### src/core/ea_decode_pkg.sv
// Shared constants, encodings and carrier types for the decode stage
package ea_decode_pkg;

    localparam int unsigned WORD_W      = 32;
    localparam int unsigned INSN_W      = 16;
    localparam int unsigned REG_NUM_W   = 4;

    // Field positions inside a 16-bit instruction word
    localparam int unsigned HI_FIELD_LSB  = 8;
    localparam int unsigned MID_FIELD_LSB = 4;
    localparam int unsigned LO_FIELD_LSB  = 0;
    localparam int unsigned DISP4_W       = 4;
    localparam int unsigned DISP8_W       = 8;
    localparam int unsigned DISP12_W      = 12;

    // Opcode masks: register and literal fields cleared, opcode bits kept
    localparam logic [15:0] MASK_ALL_OP   = 16'hFFFF;
    localparam logic [15:0] MASK_HI_REG   = 16'hF0FF;
    localparam logic [15:0] MASK_HI_MID   = 16'hF00F;
    localparam logic [15:0] MASK_MID_LO   = 16'hFF00;
    localparam logic [15:0] MASK_LOW_BYTE = 16'hFF00;
    localparam logic [15:0] MASK_LOW_12   = 16'hF000;
    localparam logic [15:0] MASK_HI_BYTE  = 16'hF000;
    localparam logic [15:0] MASK_NMD      = 16'hF000;

    // Longword PC-relative base alignment
    localparam logic [31:0] PC_LONG_MASK  = 32'hFFFF_FFFC;

    // Operand size steps in bytes
    localparam logic [31:0] STEP_BYTE     = 32'h0000_0001;
    localparam logic [31:0] STEP_WORD     = 32'h0000_0002;
    localparam logic [31:0] STEP_LONG     = 32'h0000_0004;

    // Scale shifts: x1, x2, x4
    localparam int unsigned SHIFT_BYTE    = 0;
    localparam int unsigned SHIFT_WORD    = 1;
    localparam int unsigned SHIFT_LONG    = 2;

    typedef enum logic [3:0] {
        FMT_ZERO = 4'h0,
        FMT_N    = 4'h1,
        FMT_M    = 4'h2,
        FMT_NM   = 4'h3,
        FMT_MD   = 4'h4,
        FMT_ND4  = 4'h5,
        FMT_NMD  = 4'h6,
        FMT_D    = 4'h7,
        FMT_D12  = 4'h8,
        FMT_ND8  = 4'h9,
        FMT_I    = 4'hA,
        FMT_NI   = 4'hB
    } format_type;

    typedef enum logic [3:0] {
        EA_NONE        = 4'h0,
        EA_GBR_INDEXED = 4'h1,
        EA_PC_DISP     = 4'h2,
        EA_BRANCH8     = 4'h3,
        EA_BRANCH12    = 4'h4,
        EA_BRANCH_REG  = 4'h5,
        EA_REG_DISP_S  = 4'h6,
        EA_REG_DISP_D  = 4'h7,
        EA_REG_INDEXED = 4'h8,
        EA_POSTINC     = 4'h9,
        EA_MAC         = 4'hA
    } ea_mode_type;

    typedef enum logic [1:0] {
        SIZE_BYTE = 2'b00,
        SIZE_WORD = 2'b01,
        SIZE_LONG = 2'b10
    } size_type;

    typedef enum logic [1:0] {
        IMM_NONE  = 2'b00,
        IMM_ZEXT  = 2'b01,
        IMM_SEXT  = 2'b10,
        IMM_TRAP  = 2'b11
    } imm_kind_type;

    typedef struct packed {
        logic         valid;
        logic [15:0]  word;
        format_type   fmt;
        ea_mode_type  mode;
        size_type     size;
        imm_kind_type imm_kind;
    } decode_req_type;

    typedef struct packed {
        logic [31:0] pc;
        logic [31:0] global_base_register;
        logic [31:0] index_register_zero;
        logic [31:0] source_register;
        logic [31:0] destination_register;
    } operand_type;

    typedef struct packed {
        logic        valid;
        logic [15:0] opcode;
        logic [3:0]  destination_num;
        logic [3:0]  source_num;
        logic        destination_used;
        logic        source_used;
        logic [31:0] ea;
        logic [31:0] ea_second;
        logic [31:0] imm;
        logic [31:0] source_ptr_next;
        logic [31:0] destination_ptr_next;
        logic        source_ptr_write;
        logic        destination_ptr_write;
        logic        accumulate_write;
    } decode_res_type;

endpackage

### src/core/ea_gen_and_format_decode.sv
// Effective address generation and 16-bit instruction field decode
// How it works
// - Indexed base mode: address is global base register plus index register zero.
// - PC offset: zero-extend 8-bit field, scale x2 word or x4 long, add PC.
// - Longword PC offset loads clear the two low PC bits before adding.
// - Short branch: sign-extend 8-bit field, double it, add to PC.
// - Long branch: sign-extend 12-bit field, double it, add to PC.
// - Register branch: add whole selected register to PC, no scaling.
// - Literal for bit-test, AND, OR, XOR is zero-extended.
// - Literal for move, ADD, compare-equal is sign-extended.
// - Software trap literal is zero-extended and multiplied by four.
// - Single-destination format: register in bits 11..8, all else opcode.
// - Single-source format: register branch uses source number from bits 11..8.
// - Two-register format: destination 11..8, source 7..4, remaining bits opcode.
// - Two-register stores address destination register plus index register zero.
// - Multiply-accumulate reads through two post-incremented pointers into accumulators.
// - Multiply-accumulate treats destination field as second source pointer.
// - Register-offset load: source register plus 4-bit offset in bits 3..0.
// - 4-bit offset zero-extended, scaled by 1, 2 or 4 per size.
// - Post-increment adds 1, 2 or 4 to the pointer after access.
`timescale 1ns/1ps

module ea_gen_and_format_decode
    import ea_decode_pkg::*;
(
    input  wire logic           clk_in,     // Core clock, 250 MHz
    input  wire logic           rst_in,     // Asynchronous reset, active high
    input  wire decode_req_type req_in,     // Instruction word and decode class
    input  wire operand_type    operand_in, // Register file read values
    output decode_res_type      res_out     // Registered result for execute
);

    logic [3:0]     field_hi;
    logic [3:0]     field_mid;
    logic [3:0]     field_lo;
    logic [7:0]     field_byte;
    logic [11:0]    field_12;
    logic [31:0]    step;
    logic [31:0]    disp4_scaled;
    logic [31:0]    disp8_scaled;
    logic [31:0]    pc_base;
    logic [31:0]    branch8_off;
    logic [31:0]    branch12_off;
    decode_res_type next_res;

    assign field_hi   = req_in.word[HI_FIELD_LSB +: REG_NUM_W];
    assign field_mid  = req_in.word[MID_FIELD_LSB +: REG_NUM_W];
    assign field_lo   = req_in.word[LO_FIELD_LSB +: DISP4_W];
    assign field_byte = req_in.word[LO_FIELD_LSB +: DISP8_W];
    assign field_12   = req_in.word[LO_FIELD_LSB +: DISP12_W];

    // Size step is the post-increment amount; offsets scale by separate shifts
    always_comb begin
        case (req_in.size)
            SIZE_WORD: step = STEP_WORD;
            SIZE_LONG: step = STEP_LONG;
            default:   step = STEP_BYTE;
        endcase
    end

    always_comb begin
        case (req_in.size)
            SIZE_WORD: disp4_scaled = {28'h000_0000, field_lo} << SHIFT_WORD;
            SIZE_LONG: disp4_scaled = {28'h000_0000, field_lo} << SHIFT_LONG;
            default:   disp4_scaled = {28'h000_0000, field_lo} << SHIFT_BYTE;
        endcase
    end

    // PC offset has no byte form; anything but longword scales as word
    always_comb begin
        if (req_in.size == SIZE_LONG) begin
            disp8_scaled = {24'h00_0000, field_byte} << SHIFT_LONG;
            pc_base      = operand_in.pc & PC_LONG_MASK;
        end else begin
            disp8_scaled = {24'h00_0000, field_byte} << SHIFT_WORD;
            pc_base      = operand_in.pc;
        end
    end

    assign branch8_off  = {{23{field_byte[7]}}, field_byte, 1'b0};
    assign branch12_off = {{19{field_12[11]}}, field_12, 1'b0};

    // Field split per format class
    always_comb begin
        next_res                  = '0;
        next_res.valid            = req_in.valid;
        case (req_in.fmt)
            FMT_N: begin
                next_res.destination_num  = field_hi;
                next_res.destination_used = 1'b1;
                next_res.opcode           = req_in.word & MASK_HI_REG;
            end
            FMT_M: begin
                next_res.source_num  = field_hi;
                next_res.source_used = 1'b1;
                next_res.opcode      = req_in.word & MASK_HI_REG;
            end
            FMT_NM: begin
                next_res.destination_num  = field_hi;
                next_res.source_num       = field_mid;
                next_res.destination_used = 1'b1;
                next_res.source_used      = 1'b1;
                next_res.opcode           = req_in.word & MASK_HI_MID;
            end
            FMT_MD: begin
                next_res.source_num  = field_mid;
                next_res.source_used = 1'b1;
                next_res.opcode      = req_in.word & MASK_MID_LO;
            end
            FMT_ND4: begin
                next_res.destination_num  = field_mid;
                next_res.destination_used = 1'b1;
                next_res.opcode           = req_in.word & MASK_MID_LO;
            end
            FMT_NMD: begin
                next_res.destination_num  = field_hi;
                next_res.source_num       = field_mid;
                next_res.destination_used = 1'b1;
                next_res.source_used      = 1'b1;
                next_res.opcode           = req_in.word & MASK_NMD;
            end
            FMT_D, FMT_I: begin
                next_res.opcode = req_in.word & MASK_LOW_BYTE;
            end
            FMT_D12: begin
                next_res.opcode = req_in.word & MASK_LOW_12;
            end
            FMT_ND8, FMT_NI: begin
                next_res.destination_num  = field_hi;
                next_res.destination_used = 1'b1;
                next_res.opcode           = req_in.word & MASK_HI_BYTE;
            end
            default: begin
                next_res.opcode = req_in.word & MASK_ALL_OP;
            end
        endcase

        case (req_in.imm_kind)
            IMM_ZEXT: next_res.imm = {24'h00_0000, field_byte};
            IMM_SEXT: next_res.imm = {{24{field_byte[7]}}, field_byte};
            IMM_TRAP: next_res.imm = {22'h00_0000, field_byte, 2'b00};
            default:  next_res.imm = '0;
        endcase

        // All address arithmetic settles inside the decode cycle
        case (req_in.mode)
            EA_GBR_INDEXED: begin
                next_res.ea = operand_in.global_base_register
                            + operand_in.index_register_zero;
            end
            EA_PC_DISP: begin
                next_res.ea = pc_base + disp8_scaled;
            end
            EA_BRANCH8: begin
                next_res.ea = operand_in.pc + branch8_off;
            end
            EA_BRANCH12: begin
                next_res.ea = operand_in.pc + branch12_off;
            end
            EA_BRANCH_REG: begin
                next_res.ea = operand_in.pc + operand_in.source_register;
            end
            EA_REG_DISP_S: begin
                next_res.ea = operand_in.source_register + disp4_scaled;
            end
            EA_REG_DISP_D: begin
                next_res.ea = operand_in.destination_register + disp4_scaled;
            end
            EA_REG_INDEXED: begin
                next_res.ea = operand_in.destination_register
                            + operand_in.index_register_zero;
            end
            EA_POSTINC: begin
                next_res.ea               = operand_in.source_register;
                next_res.source_ptr_next  = operand_in.source_register + step;
                next_res.source_ptr_write = req_in.valid;
            end
            EA_MAC: begin
                // Destination field is a second read pointer, post-incremented like the source
                next_res.ea                    = operand_in.source_register;
                next_res.ea_second             = operand_in.destination_register;
                next_res.source_ptr_next       = operand_in.source_register + step;
                next_res.destination_ptr_next  = operand_in.destination_register + step;
                next_res.source_ptr_write      = req_in.valid;
                next_res.destination_ptr_write = req_in.valid;
                next_res.accumulate_write      = req_in.valid;
                next_res.destination_used      = 1'b0;
            end
            default: begin
                next_res.ea = '0;
            end
        endcase
    end

    // Stage register between decode and execute
    always_ff @(posedge clk_in or posedge rst_in) begin
        if (rst_in) begin
            res_out <= '0;
        end else begin
            res_out <= next_res;
        end
    end

    // Checks
    property p_gbr_indexed;
        @(posedge clk_in) disable iff (rst_in)
        (req_in.valid && req_in.mode == EA_GBR_INDEXED) |=>
            res_out.ea == $past(operand_in.global_base_register)
                        + $past(operand_in.index_register_zero);
    endproperty
    a_gbr_indexed: assert property (p_gbr_indexed)
        else $error("indexed base address wrong");

    property p_pc_disp_word;
        @(posedge clk_in) disable iff (rst_in)
        (req_in.valid && req_in.mode == EA_PC_DISP && req_in.size == SIZE_WORD) |=>
            res_out.ea == $past(operand_in.pc) + {23'h00_0000, $past(field_byte), 1'b0};
    endproperty
    a_pc_disp_word: assert property (p_pc_disp_word)
        else $error("word PC offset address wrong");

    property p_pc_disp_long;
        @(posedge clk_in) disable iff (rst_in)
        (req_in.valid && req_in.mode == EA_PC_DISP && req_in.size == SIZE_LONG) |=>
            (res_out.ea[1:0] == 2'b00) &&
            (res_out.ea == {$past(operand_in.pc[31:2]), 2'b00}
                         + {22'h00_0000, $past(field_byte), 2'b00});
    endproperty
    a_pc_disp_long: assert property (p_pc_disp_long)
        else $error("longword PC offset address wrong");

    property p_branch8;
        @(posedge clk_in) disable iff (rst_in)
        (req_in.valid && req_in.mode == EA_BRANCH8) |=>
            res_out.ea == $past(operand_in.pc)
                        + 32'($signed($past(field_byte))) * 32'sd2;
    endproperty
    a_branch8: assert property (p_branch8)
        else $error("short branch target wrong");

    property p_branch12;
        @(posedge clk_in) disable iff (rst_in)
        (req_in.valid && req_in.mode == EA_BRANCH12) |=>
            res_out.ea == $past(operand_in.pc)
                        + 32'($signed($past(field_12))) * 32'sd2;
    endproperty
    a_branch12: assert property (p_branch12)
        else $error("long branch target wrong");

    property p_branch_reg;
        @(posedge clk_in) disable iff (rst_in)
        (req_in.valid && req_in.mode == EA_BRANCH_REG && req_in.fmt == FMT_M) |=>
            (res_out.ea == $past(operand_in.pc) + $past(operand_in.source_register))
            && (res_out.source_num == $past(req_in.word[11:8]));
    endproperty
    a_branch_reg: assert property (p_branch_reg)
        else $error("register branch target wrong");

    property p_imm_kinds;
        @(posedge clk_in) disable iff (rst_in)
        req_in.valid |=>
            ($past(req_in.imm_kind) == IMM_ZEXT -> res_out.imm[31:8] == 24'h00_0000) &&
            ($past(req_in.imm_kind) == IMM_SEXT -> res_out.imm[31:8] == {24{res_out.imm[7]}})
            && ($past(req_in.imm_kind) == IMM_TRAP ->
                res_out.imm == {22'h00_0000, $past(field_byte), 2'b00});
    endproperty
    a_imm_kinds: assert property (p_imm_kinds)
        else $error("literal extension wrong");

    property p_two_reg_fields;
        @(posedge clk_in) disable iff (rst_in)
        (req_in.valid && req_in.fmt == FMT_NM && req_in.mode != EA_MAC) |=>
            res_out.destination_num == $past(req_in.word[11:8]) &&
            res_out.source_num == $past(req_in.word[7:4]) &&
            res_out.opcode[11:4] == 8'h00;
    endproperty
    a_two_reg_fields: assert property (p_two_reg_fields)
        else $error("two-register field split wrong");

    property p_mac_pointers;
        @(posedge clk_in) disable iff (rst_in)
        (req_in.valid && req_in.mode == EA_MAC && req_in.size == SIZE_WORD) |=>
            res_out.accumulate_write && !res_out.destination_used &&
            res_out.source_ptr_next == $past(operand_in.source_register) + STEP_WORD &&
            res_out.destination_ptr_next == $past(operand_in.destination_register) + STEP_WORD;
    endproperty
    a_mac_pointers: assert property (p_mac_pointers)
        else $error("multiply-accumulate pointers wrong");

    property p_reg_disp_src;
        @(posedge clk_in) disable iff (rst_in)
        (req_in.valid && req_in.mode == EA_REG_DISP_S && req_in.size == SIZE_LONG) |=>
            res_out.ea == $past(operand_in.source_register)
                        + {26'h000_0000, $past(field_lo), 2'b00};
    endproperty
    a_reg_disp_src: assert property (p_reg_disp_src)
        else $error("register offset address wrong");

    property p_postinc_byte;
        @(posedge clk_in) disable iff (rst_in)
        (req_in.valid && req_in.mode == EA_POSTINC && req_in.size == SIZE_BYTE) |=>
            res_out.source_ptr_write &&
            res_out.source_ptr_next == res_out.ea + STEP_BYTE;
    endproperty
    a_postinc_byte: assert property (p_postinc_byte)
        else $error("post-increment step wrong");

    property p_reg_indexed;
        @(posedge clk_in) disable iff (rst_in)
        (req_in.valid && req_in.mode == EA_REG_INDEXED) |=>
            res_out.ea == $past(operand_in.destination_register)
                        + $past(operand_in.index_register_zero);
    endproperty
    a_reg_indexed: assert property (p_reg_indexed)
        else $error("indexed register address wrong");

    property p_single_dest;
        @(posedge clk_in) disable iff (rst_in)
        (req_in.valid && req_in.fmt == FMT_N) |=>
            res_out.destination_num == $past(req_in.word[11:8]) &&
            res_out.opcode == {$past(req_in.word[15:12]), 4'h0, $past(req_in.word[7:0])};
    endproperty
    a_single_dest: assert property (p_single_dest)
        else $error("single-destination field split wrong");

    // Store form bases on the destination pointer, not the source
    property p_reg_disp_dst;
        @(posedge clk_in) disable iff (rst_in)
        (req_in.valid && req_in.mode == EA_REG_DISP_D && req_in.size == SIZE_WORD) |=>
            res_out.ea == $past(operand_in.destination_register)
                        + {27'h000_0000, $past(field_lo), 1'b0};
    endproperty
    a_reg_disp_dst: assert property (p_reg_disp_dst)
        else $error("destination register offset address wrong");

    property p_sext_literal;
        @(posedge clk_in) disable iff (rst_in)
        (req_in.valid && req_in.imm_kind == IMM_SEXT) |=>
            res_out.imm == {{24{$past(field_byte[7])}}, $past(field_byte)};
    endproperty
    a_sext_literal: assert property (p_sext_literal)
        else $error("sign-extended literal wrong");

    c_mac: cover property (@(posedge clk_in) disable iff (rst_in)
        req_in.valid && req_in.mode == EA_MAC);
    c_branch12_back: cover property (@(posedge clk_in) disable iff (rst_in)
        req_in.valid && req_in.mode == EA_BRANCH12 && field_12[11]);
    c_pc_long: cover property (@(posedge clk_in) disable iff (rst_in)
        req_in.valid && req_in.mode == EA_PC_DISP && req_in.size == SIZE_LONG);
    c_trap: cover property (@(posedge clk_in) disable iff (rst_in)
        req_in.valid && req_in.imm_kind == IMM_TRAP);
    c_reg_disp_dst: cover property (@(posedge clk_in) disable iff (rst_in)
        req_in.valid && req_in.mode == EA_REG_DISP_D);

endmodule

### config.mk
export PLATFORM = sky130hd
export DESIGN_NAME = ea_gen_and_format_decode
export DESIGN_NICKNAME = d
export VERILOG_FILES = /design/src/core/ea_decode_pkg.sv /design/src/core/ea_gen_and_format_decode.sv
export SDC_FILE = /design/constraint.sdc
export NUM_CORES = 1
export LEC_CHECK = 0
export ABC_AREA = 0
export BUFFER_PORTS_ARGS = -buffer_cell sky130_fd_sc_hd__buf_2
export CAP_MARGIN = 20
export CORE_MARGIN = 5
export CORE_UTILIZATION = 35
export DETAILED_ROUTE_END_ITERATION = 10
export GPL_TIMING_DRIVEN = 0
export PLACE_DENSITY_LB_ADDON = 0.2
export SLEW_MARGIN = 25
export SYNTH_ARGS = -nofsm -noshare
export SYNTH_HDL_FRONTEND = slang
export SYNTH_SLANG_ARGS = --single-unit
### constraint.sdc
create_clock -name clk_in -period 11.33 [get_ports clk_in]
set_input_delay 2.266 -clock clk_in [delete_from_list [all_inputs] [get_ports clk_in]]
set_output_delay 2.266 -clock clk_in [all_outputs]
set_load 0.1 [all_outputs]
### Yosys cells after proc, flatten, opt, wreduce, memory -nomap -nowiden

Index checks and enable logic that the tools add are counted.

* bits in registers: 190
* latch bits: 0
* RAM bits: 0
* bits in read-only memories: 0
* input bits: 191
* output and inout port bits: 190
* memories kept: 0

* $add $sub $neg: 10
* $mul: 0
* divide/modulo/power cells: 0
* order comparisons: 0
* equal/unequal tests: 26
* shifts and indexed selects: 0
* multiplexer cells: 17
* bitwise logic cells: 0
* reductions and logical operators: 8

Operator list (number)
* case mux 32 bit (9 select lines): 1
* adder 32 bit: 5
* two-way mux 32 bit: 3
* case mux 32 bit (3 select lines): 1
* adder 32 x 3 -> 32 bit: 2
* adder 32 x 6 -> 32 bit: 2
* case mux 12 bit (4 select lines): 1
* adder 32 x 10 -> 32 bit: 1
* equality test 4 x 3 -> 1 bit (second input constant): 8
* equality test 4 bit (second input constant): 7
* equality test 4 x 2 -> 1 bit (second input constant): 4
* case mux 4 bit (2 select lines): 2
* case mux 6 bit (2 select lines): 1
* OR reduction 4 bit: 3
* two-way mux 10 bit: 1
* equality test 4 x 1 -> 1 bit (second input constant): 2
* equality test 2 bit (second input constant): 3
* case mux 3 bit (2 select lines): 1
* OR reduction 6 bit: 1
* OR reduction 5 bit: 1
* equality test 2 x 1 -> 1 bit (second input constant): 2
* two-way mux 1 bit: 4
* two-way mux 2 bit: 2
* OR reduction 2 bit: 2
* OR reduction 3 bit: 1

### Depth between registers and ports, before layout

* depth after elaboration: 4
* depth in mapped cells: 19

### Least setup slack after synthesis

No wires, ideal clock.

* path kind: input to register
* start: in req_in[7] (netlist bit)
* end: reg res_out[157] (netlist bit)
* setup time: 0.140 ns
* data arrival time: 5.471 ns
* required time: 11.190 ns
* slack: 5.718 ns
* stages: 17
* path buffers: 3
* path through: clkbuf_1 nor2b_1 buf_2 a21boi_1 a31oi_1 inv_1 ha_1 clkbuf_1 a21oi_1 o21ai_1 and4b_1 a21oi_1 a221oi_2 o21bai_1 xor2_1 a222oi_1 o211ai_1

RTL lines
* start: declaration: RTL line ea_gen_and_format_decode.sv:28 `input wire decode_req_type req_in,`
* end signal: assignment: RTL line ea_gen_and_format_decode.sv:200 `res_out <= next_res;`
* end: declaration: RTL line ea_gen_and_format_decode.sv:30 `output decode_res_type res_out`

==> implementation parameters <==
Parameter                              Value

STA
  Setup repair after global routing missed its margin ... false
  Final period utilization ... 59.3%
  Sum of negative setup slack ... 0 ns
  Achievable frequency ... 149 MHz
  Number of endpoints with negative hold slack in the final report ... 0
  # setup viols final ... 0
  Slew Viols, Final ... 0
  Setup WS post-layout ... 4.61 ns
  Final min period ... 6.72 ns
  Worst-case headroom to the max-slew limit ... 27.7%
  Slew at the pin closest to its max-slew limit ... 1.08 ns

Power and ir drop
  IR Drop Worst-Case VDD ... 0.000110 V
  Gate power share ... 43.8%
  Seq pwr share ... 28.5%
  Internal Pwr Total ... 0.00125 W
  Areal power density over the cells ... 120 nW/um^2
  Clk network pwr share ... 27.7%
  Total power draw ... 0.00226 W
  Power dissipated by switching net loads ... 0.00101 W
  Switching part of the total ... 44.7%
  Cell leakage power ... 9.47 nW

Place
  Worst slack at placement ... 4.13 ns
  Count of input and output buffers ... 378
  Final weighted congestion in routability-driven placement ... 0.938
  Post-placement cell area ... 18300 um^2
  HPWL after detailed placement ... 52700 um

Detailed routing
  1st-pass router iterations ... 6
  Via Count ... 15949
  Remaining design rule violation count ... 0
  DRT Wirelength ... 63800 um
  Detail-routed via count per cell ... 5.55
  WL/cell ... 22.2 um
  Final ANT Viol Nets ... 0
  Drt initial violations ... 1405

Logic synthesis
  Fraction of registers with async set or reset after synthesis ... 100%
  Post-Syn Nets ... 2200
  Syn avg cell area ... 8.38 um^2
  Synth warnings ... 0
  Synth Cell Area ... 15600 um^2
  Register area share after synthesis ... 26.9%
  Simple-gate area share of the yosys netlist ... 21.6%
  Count of flip-flops with a built-in enable after synthesis ... 0
  Complex-gate fraction of the synthesized area ... 24.4%
  Gate count of the mapped netlist ... 1862
  Fraction of post-synthesis cell area in the top cell type by area ... 26.9%
  Post-synthesis share of cell area spent on full adders, half adders and majority gates ... 12.1%
  Parity-gate share of the synthesized area counting xor and xnor cells ... 9.82%
  Mux cell area share after synthesis ... 1.40%
  Biggest area contributors in the synthesized netlist ... sky130_fd_sc_hd__dfrtp_1 27%, sky130_fd_sc_hd__ha_1 11%, sky130_fd_sc_hd__xnor2_1 5.3%, sky130_fd_sc_hd__a21oi_1 4.5%, sky130_fd_sc_hd__xor2_1 4.5%
  Most used flip-flop cell after synthesis ... sky130_fd_sc_hd__dfrtp_1
  Number of distinct library cell variants in the gate-level netlist after synthesis ... 85
  Yosys reg bits ... 168
  Biggest area consumer among synthesized cells ... sky130_fd_sc_hd__dfrtp_1
  Combinational family with the most area after synthesis ... compound AO/OA/AOI/OAI gates

CTS
  Number of buffers inserted to repair setup after CTS ... 0
  Clock buffer depth ... 2
  Number of gates resized after CTS ... 0
  Clk Tree Root Cell ... sky130_fd_sc_hd__clkbuf_16
  Clock slew at the register clock pins of the worst setup and hold paths ... 0.08 ns
  Clock Sinks ... 168
  Number of H-tree levels ... 4
  TritonCTS clock tree ... yes
  Number of buffers inserted during clock tree synthesis ... 17
  Quantity of hold-fixing buffers added after cts ... 0

Finish
  Share of cells above drive strength 1 ... 20.6%
  Net count of the finished layout ... 2598
  Layout Area Growth over Synthesis ... 21.1%
  Core utilization of the finished layout ... 42.7%
  Largest reg by FF count ... res_out
  Regs by FF count ... res_out: 168 flops
  Number of flip-flops under the largest register name ... 168
  Finished layout cell area ... 18900 um^2

Worst setup path
  Worst EP arrival ... 7.08 ns
  Endpoint required time on the critical path ... 11.69 ns
  Critical-path maximum fanout ... 19
  Element type at the critical path start ... input pin
  Critical Path Sink Type ... flop
  Setup CP Type ... input pin to flop

Die
  Die Height ... 221 um
  Initial standard-cell utilization of the core ... 35.3%
  Number of ports placed on the die boundary ... 381
  Row count ... 77
  Die Width ... 221 um
  Core Region ... 44200 um^2
  Die area ... 48900 um^2

Global route
  Number of global-route vias before repair ... 15538
  Initial antenna violation count ... 11
  Largest net degree at the start of global routing ... 87
  Global-route wire length before repair ... 94900 um
  Remaining Overflow, GRT ... 0
  Global-route usage over all layers ... 25.1%

Run status
  Run status ... finished clean

Worst hold path
  Type of the most critical hold path ... input pin to asynchronous set/reset pin

Flow run
  Maxcap violations ... 0
==> kinds of logic after synthesis <==
kind of cell / after synthesis
buffers and inverters: 132
multiplexers: 21
XOR/XNOR: 175
AO/OA/AOI/OAI: 557
AND/OR/NAND/NOR: 662
flip-flops: 168
adder cells (fa/ha/maj): 147
==> placed cells by master, fill, tap and decap left out, types with 14 or more instances in the layout <==
cell,count
sky130_fd_sc_hd__buf_2,379
sky130_fd_sc_hd__dfrtp_1,168
sky130_fd_sc_hd__nor2_1,145
sky130_fd_sc_hd__nand2_1,143
sky130_fd_sc_hd__a21oi_1,140
sky130_fd_sc_hd__ha_1,140
sky130_fd_sc_hd__and3_1,105
sky130_fd_sc_hd__xnor2_1,95
sky130_fd_sc_hd__xor2_1,80
sky130_fd_sc_hd__o21ai_0,77
sky130_fd_sc_hd__a21o_1,70
sky130_fd_sc_hd__clkbuf_1,67
sky130_fd_sc_hd__nand3_1,59
sky130_fd_sc_hd__and2_1,53
sky130_fd_sc_hd__inv_1,38
sky130_fd_sc_hd__nor3_1,35
sky130_fd_sc_hd__nand2b_1,24
sky130_fd_sc_hd__a31oi_1,24
sky130_fd_sc_hd__o211ai_1,24
sky130_fd_sc_hd__buf_4,22
sky130_fd_sc_hd__nor2b_1,21
sky130_fd_sc_hd__o21bai_1,20
sky130_fd_sc_hd__a211oi_1,20
sky130_fd_sc_hd__nand4_1,20
sky130_fd_sc_hd__o21a_1,19
sky130_fd_sc_hd__o21ai_1,17
sky130_fd_sc_hd__clkbuf_16,17
sky130_fd_sc_hd__mux2i_1,14
==> worst max-delay path by stage <==
stage,start,to,slack [ns]
finish,req_in[5],res_out[155],4.61
global route,req_in[5],res_out[157],4.31
CTS,req_in[5],res_out[155],4.69
detailed placement,req_in[5],res_out[155],4.13
global placement,rst_in,res_out[66],2.40
floorplan,rst_in,res_out[0],4.52
==> worst max-delay path, stage by stage <==
cell	delay [ns]
sky130_fd_sc_hd__buf_2	0.14
sky130_fd_sc_hd__nor2_1	0.54
sky130_fd_sc_hd__a21boi_1	0.23
sky130_fd_sc_hd__a31oi_1	0.48
sky130_fd_sc_hd__inv_1	0.50
sky130_fd_sc_hd__ha_1	0.43
sky130_fd_sc_hd__clkbuf_1	0.28
sky130_fd_sc_hd__a21oi_1	0.15
sky130_fd_sc_hd__o21ai_1	0.19
sky130_fd_sc_hd__and4b_1	0.21
sky130_fd_sc_hd__a21oi_1	0.33
sky130_fd_sc_hd__a221oi_2	0.16
sky130_fd_sc_hd__o21bai_1	0.32
sky130_fd_sc_hd__xor2_1	0.20
sky130_fd_sc_hd__a221oi_1	0.49
sky130_fd_sc_hd__o21ai_1	0.15
==> metrics by stage <==
step,hold WS [ns],cells
after CTS,1.82,2865
after floorplan,2.30,1862
after global routing,1.84,2871
after detailed placement,2.37,2833
final,1.79,2873
after global placement,2.37,2832
==> layout make-up <==
cell class / instances / area, um^2
antenna: 8 / 20.0
timing repair buffer: 379 / 1920
buffer: 93 / 433
clock buffer: 20 / 457
multi-input combinational: 1562 / 10800
sequential: 168 / 4200
tap: 592 / 741
clock inverter: 12 / 138
inverter: 39 / 154
fill: 4539 / 25300
==> Yosys cell counts, drive strengths merged (21+ instances only) <==
cell	instances
dfrtp	168
nor2	145
nand2	143
a21oi	141
ha	140
and3	105
o21ai	96
xnor2	95
xor2	80
a21o	70
clkbuf	66
nand3	59
and2	54
inv	39
nor3	37
buf	27
a31oi	25
nand2b	24
o211ai	24
a211oi	21
nor2b	21
==> power by group through the flow <==
stage	Sequential [W]	Combinational, W	Clock [W]
after floorplan	0.000917	0.000452	0
after global placement	0.000657	0.000972	0
after detailed placement	0.000657	0.000978	0
after CTS	0.000646	0.000982	0.000640
after global routing	0.000648	0.00105	0.000666
final	0.000645	0.000989	0.000626
==> routing by layer <==
metal	global-route usage [%]	up-vias	wire length (um)
met5	0	-	50
met4	7.44	8	1500
met3	5.67	78	4700
met2	39.6	601	28600
met1	34.5	7594	28900
li1	-	7668	-
Note: power is estimated with default switching activity, not from simulation.
